--- config.mk ---
export PLATFORM = sky130hd
export DESIGN_NAME = dss_exec
export DESIGN_NICKNAME = d
export VERILOG_FILES = /design/src/logic/dss_pkg.sv /design/src/logic/dss_exec.sv
export VERILOG_INCLUDE_DIRS = /design/src /design/src/logic
export SDC_FILE = /design/constraint.sdc
export NUM_CORES = 1
export LEC_CHECK = 0
export ABC_CLOCK_PERIOD_IN_PS = 2000
export BUFFER_PORTS_ARGS = -buffer_cell sky130_fd_sc_hd__buf_2
export CAP_MARGIN = 5
export CORE_UTILIZATION = 51
export CTS_CLUSTER_DIAMETER = 30
export CTS_CLUSTER_SIZE = 12
export DETAILED_ROUTE_END_ITERATION = 16
export GPL_ROUTABILITY_DRIVEN = 0
export PLACE_DENSITY_LB_ADDON = 0.12
export SETUP_SLACK_MARGIN = 0.15
export SLEW_MARGIN = 20
export SYNTH_ARGS = -nofsm -noshare
export SYNTH_HDL_FRONTEND = slang
export SYNTH_SLANG_ARGS = --single-unit
--- constraint.sdc ---
create_clock -name sys_clk -period 2 [get_ports sys_clk]
set_clock_uncertainty 0.15 [all_clocks]
set_input_delay 0.4 -clock sys_clk [delete_from_list [all_inputs] [get_ports sys_clk]]
set_output_delay 0.4 -clock sys_clk [all_outputs]
set_load 0.05 [all_outputs]
--- src/logic/dss_params.svh ---
// constants for the subtract / decrement-skip execution block
`ifndef DSS_PARAMS_SVH
`define DSS_PARAMS_SVH
`define DSS_DATA_W    8
`define DSS_SIGN_BIT  7
`define DSS_NIB_HI    3
`define DSS_DEC_STEP  8'h01
`define DSS_ZERO_VAL  8'h00
`define DSS_DATA_RST  8'h00
`define DSS_FLAG_RST  4'h0
`endif

--- src/logic/dss_pkg.sv ---
// types shared by the subtract / decrement-skip execution block
`include "dss_params.svh"
package dss_pkg;
    typedef enum logic [1:0] {
        DSS_SUB_BORROW_TO_MEM,
        DSS_DEC_SKIP_ZERO_MEM,
        DSS_DEC_SKIP_ZERO_ACC
    } dss_op_t;

    typedef enum logic {
        DSS_ST_EXEC,
        DSS_ST_DUMMY
    } dss_state_t;

    typedef struct packed {
        logic ov;
        logic z;
        logic ac;
        logic c;
    } dss_flags_t;

    typedef struct packed {
        dss_op_t                 op;
        logic [`DSS_DATA_W-1:0]  acc_val;
        logic [`DSS_DATA_W-1:0]  mem_val;
        logic                    carry;
    } dss_req_t;

    typedef struct packed {
        logic [`DSS_DATA_W-1:0]  data;
        logic                    mem_we;
        logic                    acc_we;
    } dss_wb_t;
endpackage

--- src/logic/dss_exec.sv ---
// execution unit for subtract-with-borrow-to-memory and the two decrement-skip instructions
// How it works
// RULE1: subtract memory and inverted carry from accumulator, result written to memory only.
// RULE2: memory decrement variant writes operand minus one back to the same location.
// RULE3: both decrement variants skip the next instruction exactly when the result is zero.
// RULE4: a taken skip discards the prefetched instruction and adds one dummy cycle.
// RULE5: a nonzero result continues with the prefetched instruction, no dummy cycle.
// RULE6: accumulator variant writes operand minus one to accumulator, memory left untouched.
// RULE7: subtract updates overflow, zero, half-carry and carry; decrements change no flag.
`timescale 1ns/1ns
`include "dss_params.svh"
module dss_exec (
    // clock and reset
    input  wire logic                    sys_clk,
    input  wire logic                    nrst,
    // instruction request
    input  wire logic                    req_valid,
    input  wire dss_pkg::dss_req_t       req,
    output logic                         req_ready_q,
    // write-back
    output dss_pkg::dss_wb_t             wb_q,
    output logic                         flag_we_q,
    output dss_pkg::dss_flags_t          flags_q,
    // skip handling
    output logic                         discard_q,
    output logic                         dummy_q
);
    typedef struct packed {
        logic [`DSS_DATA_W-1:0] data;
        dss_pkg::dss_flags_t    flags;
    } dss_alu_t;

    // acc - mem - !c computed as acc + ~mem + c
    function automatic dss_alu_t dss_sbc(input logic [`DSS_DATA_W-1:0] a,
                                         input logic [`DSS_DATA_W-1:0] m,
                                         input logic                   c);
        logic [`DSS_DATA_W:0]       sum;
        logic [`DSS_NIB_HI+1:0]     lo;
        dss_alu_t                   r;
        sum = {1'b0, a} + {1'b0, ~m} + {{`DSS_DATA_W{1'b0}}, c};
        lo  = {1'b0, a[`DSS_NIB_HI:0]} + {1'b0, ~m[`DSS_NIB_HI:0]} + {{(`DSS_NIB_HI+1){1'b0}}, c};
        r.data     = sum[`DSS_DATA_W-1:0];
        r.flags.c  = sum[`DSS_DATA_W];
        r.flags.ac = lo[`DSS_NIB_HI+1];
        r.flags.z  = (sum[`DSS_DATA_W-1:0] == `DSS_ZERO_VAL);
        r.flags.ov = (a[`DSS_SIGN_BIT] != m[`DSS_SIGN_BIT]) &&
                     (sum[`DSS_SIGN_BIT] != a[`DSS_SIGN_BIT]);
        return r;
    endfunction

    // operand minus one
    function automatic logic [`DSS_DATA_W-1:0] dss_dec(input logic [`DSS_DATA_W-1:0] m);
        return m - `DSS_DEC_STEP;
    endfunction

    dss_pkg::dss_state_t      state_q;
    logic                     take;
    logic                     is_dec;
    logic [`DSS_DATA_W-1:0]   dec_val;
    logic                     skip;
    dss_alu_t                 sbc_val;

    // request acceptance and combinational results
    assign take    = req_valid && req_ready_q;
    assign is_dec  = (req.op == dss_pkg::DSS_DEC_SKIP_ZERO_MEM) || (req.op == dss_pkg::DSS_DEC_SKIP_ZERO_ACC);
    assign dec_val = dss_dec(req.mem_val);
    assign skip    = take && is_dec && (dec_val == `DSS_ZERO_VAL); // [RULE3]
    assign sbc_val = dss_sbc(req.acc_val, req.mem_val, req.carry);

    // cycle state: one dummy cycle after a taken skip
    always_ff @(posedge sys_clk or negedge nrst) begin
        if (!nrst) begin
            state_q     <= dss_pkg::DSS_ST_EXEC;
            req_ready_q <= 1'b1;
            discard_q   <= 1'b0;
            dummy_q     <= 1'b0;
        end else begin
            case (state_q)
                dss_pkg::DSS_ST_EXEC: begin
                    if (skip) begin
                        state_q     <= dss_pkg::DSS_ST_DUMMY; // [RULE4]
                        req_ready_q <= 1'b0;
                        discard_q   <= 1'b1;
                        dummy_q     <= 1'b1;
                    end else begin
                        state_q     <= dss_pkg::DSS_ST_EXEC; // [RULE5]
                        req_ready_q <= 1'b1;
                        discard_q   <= 1'b0;
                        dummy_q     <= 1'b0;
                    end
                end
                dss_pkg::DSS_ST_DUMMY: begin
                    state_q     <= dss_pkg::DSS_ST_EXEC;
                    req_ready_q <= 1'b1;
                    discard_q   <= 1'b0;
                    dummy_q     <= 1'b0;
                end
                default: begin
                    state_q     <= dss_pkg::DSS_ST_EXEC;
                    req_ready_q <= 1'b1;
                    discard_q   <= 1'b0;
                    dummy_q     <= 1'b0;
                end
            endcase
        end
    end

    // write-back data and its destination strobes
    always_ff @(posedge sys_clk or negedge nrst) begin
        if (!nrst) begin
            wb_q.data   <= `DSS_DATA_RST;
            wb_q.mem_we <= 1'b0;
            wb_q.acc_we <= 1'b0;
        end else if (take) begin
            case (req.op)
                dss_pkg::DSS_SUB_BORROW_TO_MEM: begin
                    wb_q.data   <= sbc_val.data; // [RULE1]
                    wb_q.mem_we <= 1'b1;
                    wb_q.acc_we <= 1'b0;
                end
                dss_pkg::DSS_DEC_SKIP_ZERO_MEM: begin
                    wb_q.data   <= dec_val; // [RULE2]
                    wb_q.mem_we <= 1'b1;
                    wb_q.acc_we <= 1'b0;
                end
                dss_pkg::DSS_DEC_SKIP_ZERO_ACC: begin
                    wb_q.data   <= dec_val; // [RULE6]
                    wb_q.mem_we <= 1'b0;
                    wb_q.acc_we <= 1'b1;
                end
                default: begin
                    wb_q.mem_we <= 1'b0;
                    wb_q.acc_we <= 1'b0;
                end
            endcase
        end else begin
            wb_q.mem_we <= 1'b0;
            wb_q.acc_we <= 1'b0;
        end
    end

    // flag update, subtract only
    always_ff @(posedge sys_clk or negedge nrst) begin
        if (!nrst) begin
            flags_q   <= `DSS_FLAG_RST;
            flag_we_q <= 1'b0;
        end else if (take && (req.op == dss_pkg::DSS_SUB_BORROW_TO_MEM)) begin
            flags_q   <= sbc_val.flags; // [RULE7]
            flag_we_q <= 1'b1;
        end else begin
            flag_we_q <= 1'b0; // [RULE7]
        end
    end

    // subtract result lands in memory with the borrow applied
    sbc_to_mem_a: assert property (@(posedge sys_clk) disable iff (!nrst) // [RULE1]
        (take && req.op == dss_pkg::DSS_SUB_BORROW_TO_MEM) |=>
        (wb_q.mem_we && !wb_q.acc_we &&
         wb_q.data == 8'(($past(req.acc_val) - $past(req.mem_val)) - {7'h00, !$past(req.carry)})))
        else $error("subtract result or destination wrong");

    // memory decrement writes operand minus one to memory
    dec_mem_wb_a: assert property (@(posedge sys_clk) disable iff (!nrst) // [RULE2]
        (take && req.op == dss_pkg::DSS_DEC_SKIP_ZERO_MEM) |=>
        (wb_q.mem_we && !wb_q.acc_we && wb_q.data == 8'($past(req.mem_val) - 8'h01)))
        else $error("memory decrement write-back wrong");

    // skip taken exactly on a zero decrement
    skip_on_zero_a: assert property (@(posedge sys_clk) disable iff (!nrst) // [RULE3]
        take |=> (discard_q == ($past(is_dec) && $past(req.mem_val) == 8'h01)))
        else $error("skip decision does not match zero result");

    // taken skip holds off the next request for exactly one cycle
    dummy_cycle_a: assert property (@(posedge sys_clk) disable iff (!nrst) // [RULE4]
        skip |=> (dummy_q && !req_ready_q) ##1 (!dummy_q && req_ready_q && !discard_q))
        else $error("dummy cycle length wrong");

    // nonzero decrement leaves the next cycle open
    no_skip_open_a: assert property (@(posedge sys_clk) disable iff (!nrst) // [RULE5]
        (take && is_dec && !skip) |=> (req_ready_q && !dummy_q && !discard_q))
        else $error("nonzero decrement stalled");

    // accumulator decrement never writes memory
    dec_acc_wb_a: assert property (@(posedge sys_clk) disable iff (!nrst) // [RULE6]
        (take && req.op == dss_pkg::DSS_DEC_SKIP_ZERO_ACC) |=>
        (wb_q.acc_we && !wb_q.mem_we && wb_q.data == 8'($past(req.mem_val) - 8'h01)))
        else $error("accumulator decrement write-back wrong");

    // flags move only after a subtract, with zero tracking the result
    flag_update_a: assert property (@(posedge sys_clk) disable iff (!nrst) // [RULE7]
        flag_we_q |-> (wb_q.mem_we && $past(req.op) == dss_pkg::DSS_SUB_BORROW_TO_MEM &&
                       flags_q.z == (wb_q.data == 8'h00)))
        else $error("flag update not tied to subtract");

    // flags hold through decrements
    flag_hold_a: assert property (@(posedge sys_clk) disable iff (!nrst) // [RULE7]
        (take && is_dec) |=> (!flag_we_q && $stable(flags_q)))
        else $error("decrement changed flags");

    // a refused or absent request leaves every strobe low in the next cycle
    idle_quiet_a: assert property (@(posedge sys_clk) disable iff (!nrst) // [RULE4]
        !take |=> (!wb_q.mem_we && !wb_q.acc_we && !flag_we_q &&
                   !discard_q && !dummy_q))
        else $error("strobe without a taken request");

    // discard and dummy travel together and close the request port
    skip_pair_a: assert property (@(posedge sys_clk) disable iff (!nrst) // [RULE4]
        discard_q |-> (dummy_q && !req_ready_q))
        else $error("discard without dummy cycle");

    // only the decrement variants may skip
    only_dec_skip_a: assert property (@(posedge sys_clk) disable iff (!nrst) // [RULE3]
        (take && !is_dec) |=> (!discard_q && !dummy_q && req_ready_q))
        else $error("skip after a non-decrement");

    // a taken skip always carries a zero result
    skip_zero_data_a: assert property (@(posedge sys_clk) disable iff (!nrst) // [RULE3]
        skip |=> (wb_q.data == `DSS_ZERO_VAL))
        else $error("skip with nonzero result");

    // accumulator variant skips on zero just like the memory variant
    acc_skip_a: assert property (@(posedge sys_clk) disable iff (!nrst) // [RULE6]
        (take && req.op == dss_pkg::DSS_DEC_SKIP_ZERO_ACC && dec_val == `DSS_ZERO_VAL) |=>
        (discard_q && dummy_q && wb_q.acc_we && !wb_q.mem_we))
        else $error("accumulator decrement skip wrong");

    // flags move only on a taken subtract
    flags_still_a: assert property (@(posedge sys_clk) disable iff (!nrst) // [RULE7]
        !(take && req.op == dss_pkg::DSS_SUB_BORROW_TO_MEM) |=> $stable(flags_q))
        else $error("flags changed without subtract");
endmodule

==> impl_metrics.csv <==
group,metric,value,unit
finish,final_cell_mix,"buf_4, buf_2, dfrtp_1",
drt,dr.pass1.iters,4,
placed_design,dpl.cell_count,244,
synthesis,syn_nets,180,
power_and_ir_drop,power.density,631,nW/um^2
synthesis,synth_edf_count,0,
finish,final_core_util,85.5,%
synthesis,syn-instance-count,143,
sta,post-route-min-period,2210,ps
finish,diodes,0,
critical_path,critical_path_class,"primary input to register",
synthesis,ys_seq_area_share,31.7,%
clock_tree,clkLatencyLatePin,290,ps
global_routing,grt_first_pass_wirelength,5.46,mm
finish,drive_gt1_share,54.3,%
synthesis,async_reset_ff_share,100,%
die,initial_core_util,54.4,%
clock_tree,cts_tree,"done",
drt,drc,0,
global_routing,antenna_found_initial,0,
synthesis,synth.distinct_cells,49,
die,core_area,2480,um^2
finish,area_growth,57.1,%
drt,wl_per_cell,16.6,um
sta,setup_ws,-206,ps
clock_tree,clk_pin_slew,100,ps
critical_path,worstPathMaxFanout,3,
sta,rsz0062_at_grt,"yes",
drt,drtIter0Drc,47,
critical_path,worstRegToRegCells,4,
global_routing,grt_start_max_net_pins,18,
finish,final_cell_area,2120,um^2
finish,final_common_cell,"buf_4",
outcome,violations,"negative setup slack",
drt,ant_nets,0,
critical_path,worstReg2RegEnd,"flags_q[2]",
finish,seq_area,427,um^2
power_and_ir_drop,p_leak,1.02,nW
synthesis,synth_area,1350,um^2
synthesis,synth_area_per_cell,9.42,um^2
critical_path,rrSetupSlack,390,ps
clock_tree,clock_sinks,17,
sta,max_slew_margin,73.1,%
sta,worst_pin_slew,400,ps
critical_path,cp-end-kind,"register",
sta,period_share,110,%
die,die_height,53.4,um
clock_tree,root_buffer,"clkbuf_4",
clock_tree,clock_path_buffers,2,
critical_path,worstPathRequired,2080,ps
sta,hold_viol_final,0,
critical_path,worstPathArrival,2290,ps
sta,finalSetupViolations,7,
die,placementRows,18,
die,die_x,53.4,um
critical_path,crit_path_end,"wb_q[8]",
finish,final_cell_count_no_fill,253,
critical_path,r2r-start,"req_ready_q",
power_and_ir_drop,report.power.total,1.34,mW
placed_design,port_buffers,39,
power_and_ir_drop,irDropWorstVdd,0.000567,V
global_routing,grt_use_total,26.4,%
synthesis,synth-main-ff-cell,"dfrtp_1",
hold_path,hold_class,"primary input to register",
global_routing,grt_pass1_vias,1222,
synthesis,synth_seq_cells,17,
drt,wl,4.20,mm
die,dieArea,2850,um^2
placed_design,hpwl,2.69,mm
finish,multi_input_area,1040,um^2
drt,viasPerCell,5.66,
run,max_cap_viol_count,0,
clock_tree,htreeDepth,1,
global_routing,overflow,0,
outcome,outcome,"finished with violations",
synthesis,yosys_warnings,0,
die,ios,40,
sta,setup-tns-final,-644,ps
finish,fillers,139,
drt,vias,1431,
placed_design,dpl_cell_area,1920,um^2
sta,fmax,453,MHz
critical_path,cp-start-kind,"primary input",
finish,nets,261,
clock_tree,cts_buffers,3,
sta,slew_viol_final,0,
critical_path,crit_start,"req[0]",
[cell usage after synthesis (2+ instances only)]
library cell  number  area, um^2
mux2_2             4        45.0
xnor2_1            7        61.3
ha_1              13         163
dfrtp_1           16         400
nand4_1            2        12.5
fa_1               2        40.0
nor3_1             5        25.0
xor2_1             2        17.5
nor2b_1            3        18.8
or3_1              3        18.8
o21ai_0            7        35.0
o21a_1             4        30.0
o31a_1             2        17.5
inv_1             15        56.3
nor2_1             7        26.3
o31ai_1            2        15.0
a21oi_1            3        15.0
mux2i_1            2        20.0
nand2_1           12        45.0
nor3b_1            3        22.5
[final cells by class]
class	count	area share, %
clock buffer	4	1.24
multi-input combinational	108	48.9
inverter	15	3.61
timing repair buffer	79	24.3
sequential	17	20.2
tap	30	1.77
[metrics by stage]
step                setup slack, ps  hold WS, ps
global route                   -245          242
CTS                            -137          259
finish                         -206          248
floorplan                      -245        -45.6
detailed placement             -459          182
global placement               -381          177
[state kept, by name, summed over array words and instances (netlist names)]
| register | cells |
|---|---|
| flags_q | 4 |
| flag_we_q | 1 |
| req_ready_q | 1 |
| state_q | 1 |
| wb_q | 10 |
[critical path, cell delays in order]
cell,delay (ps)
buf_6,90
fa_2,390
inv_2,60
fa_2,200
nor2b_2,50
o31a_2,330
o311a_4,350
nor3_4,230
o31a_1,190
[metal layers]
layer  vias to the layer above  global-route usage, %  routed length [um]
met5                         -                      0                   0
met4                         0                   8.77                 177
met3                        17                   4.02                 189
met2                        64                   44.2                2050
met1                       683                   34.1                1790
li1                        667                      -                   -
[where the power goes]
part / switching (mW) / total (mW) / internal, mW / leakage (nW)
Clock: 0.113 / 0.191 / 0.0779 / 0.0150
Combinational: 0.436 / 0.731 / 0.295 / 0.796
Sequential: 0.0230 / 0.414 / 0.391 / 0.211
Total: 0.573 / 1.34 / 0.764 / 1.02
[worst min-delay path by stage]
stage                     startpoint         to  slack, ps  cells after the start
after detailed placement        nrst    wb_q[1]        180                      1
final                      req_valid    wb_q[0]        250                      2
after global placement          nrst    wb_q[1]        180                      1
after CTS                  req_valid    wb_q[0]        260                      2
after floorplan                 nrst  flag_we_q        -50                      0
after global routing       req_valid    wb_q[0]        240                      2
[cells by family after synthesis]
logic type / count (synthesis) / share of synthesized area, %
simple gates: 47 / 20.1
compound gates: 31 / 16.6
buf+inv: 18 / 5.85
flops: 17 / 31.7
fa+ha+maj: 15 / 15.0
xor+xnor: 9 / 5.85
mux: 6 / 4.83
[what timing repair did]
item,4_1_cts,5_1_grt
endpoints found under the setup margin,8,10
hold buffers,1,0
pin swaps,11,4
gates resized for setup,13,11
setup buffers,2,3
endpoints found under the hold margin,16,0
Power figures use the tool's default switching activity.
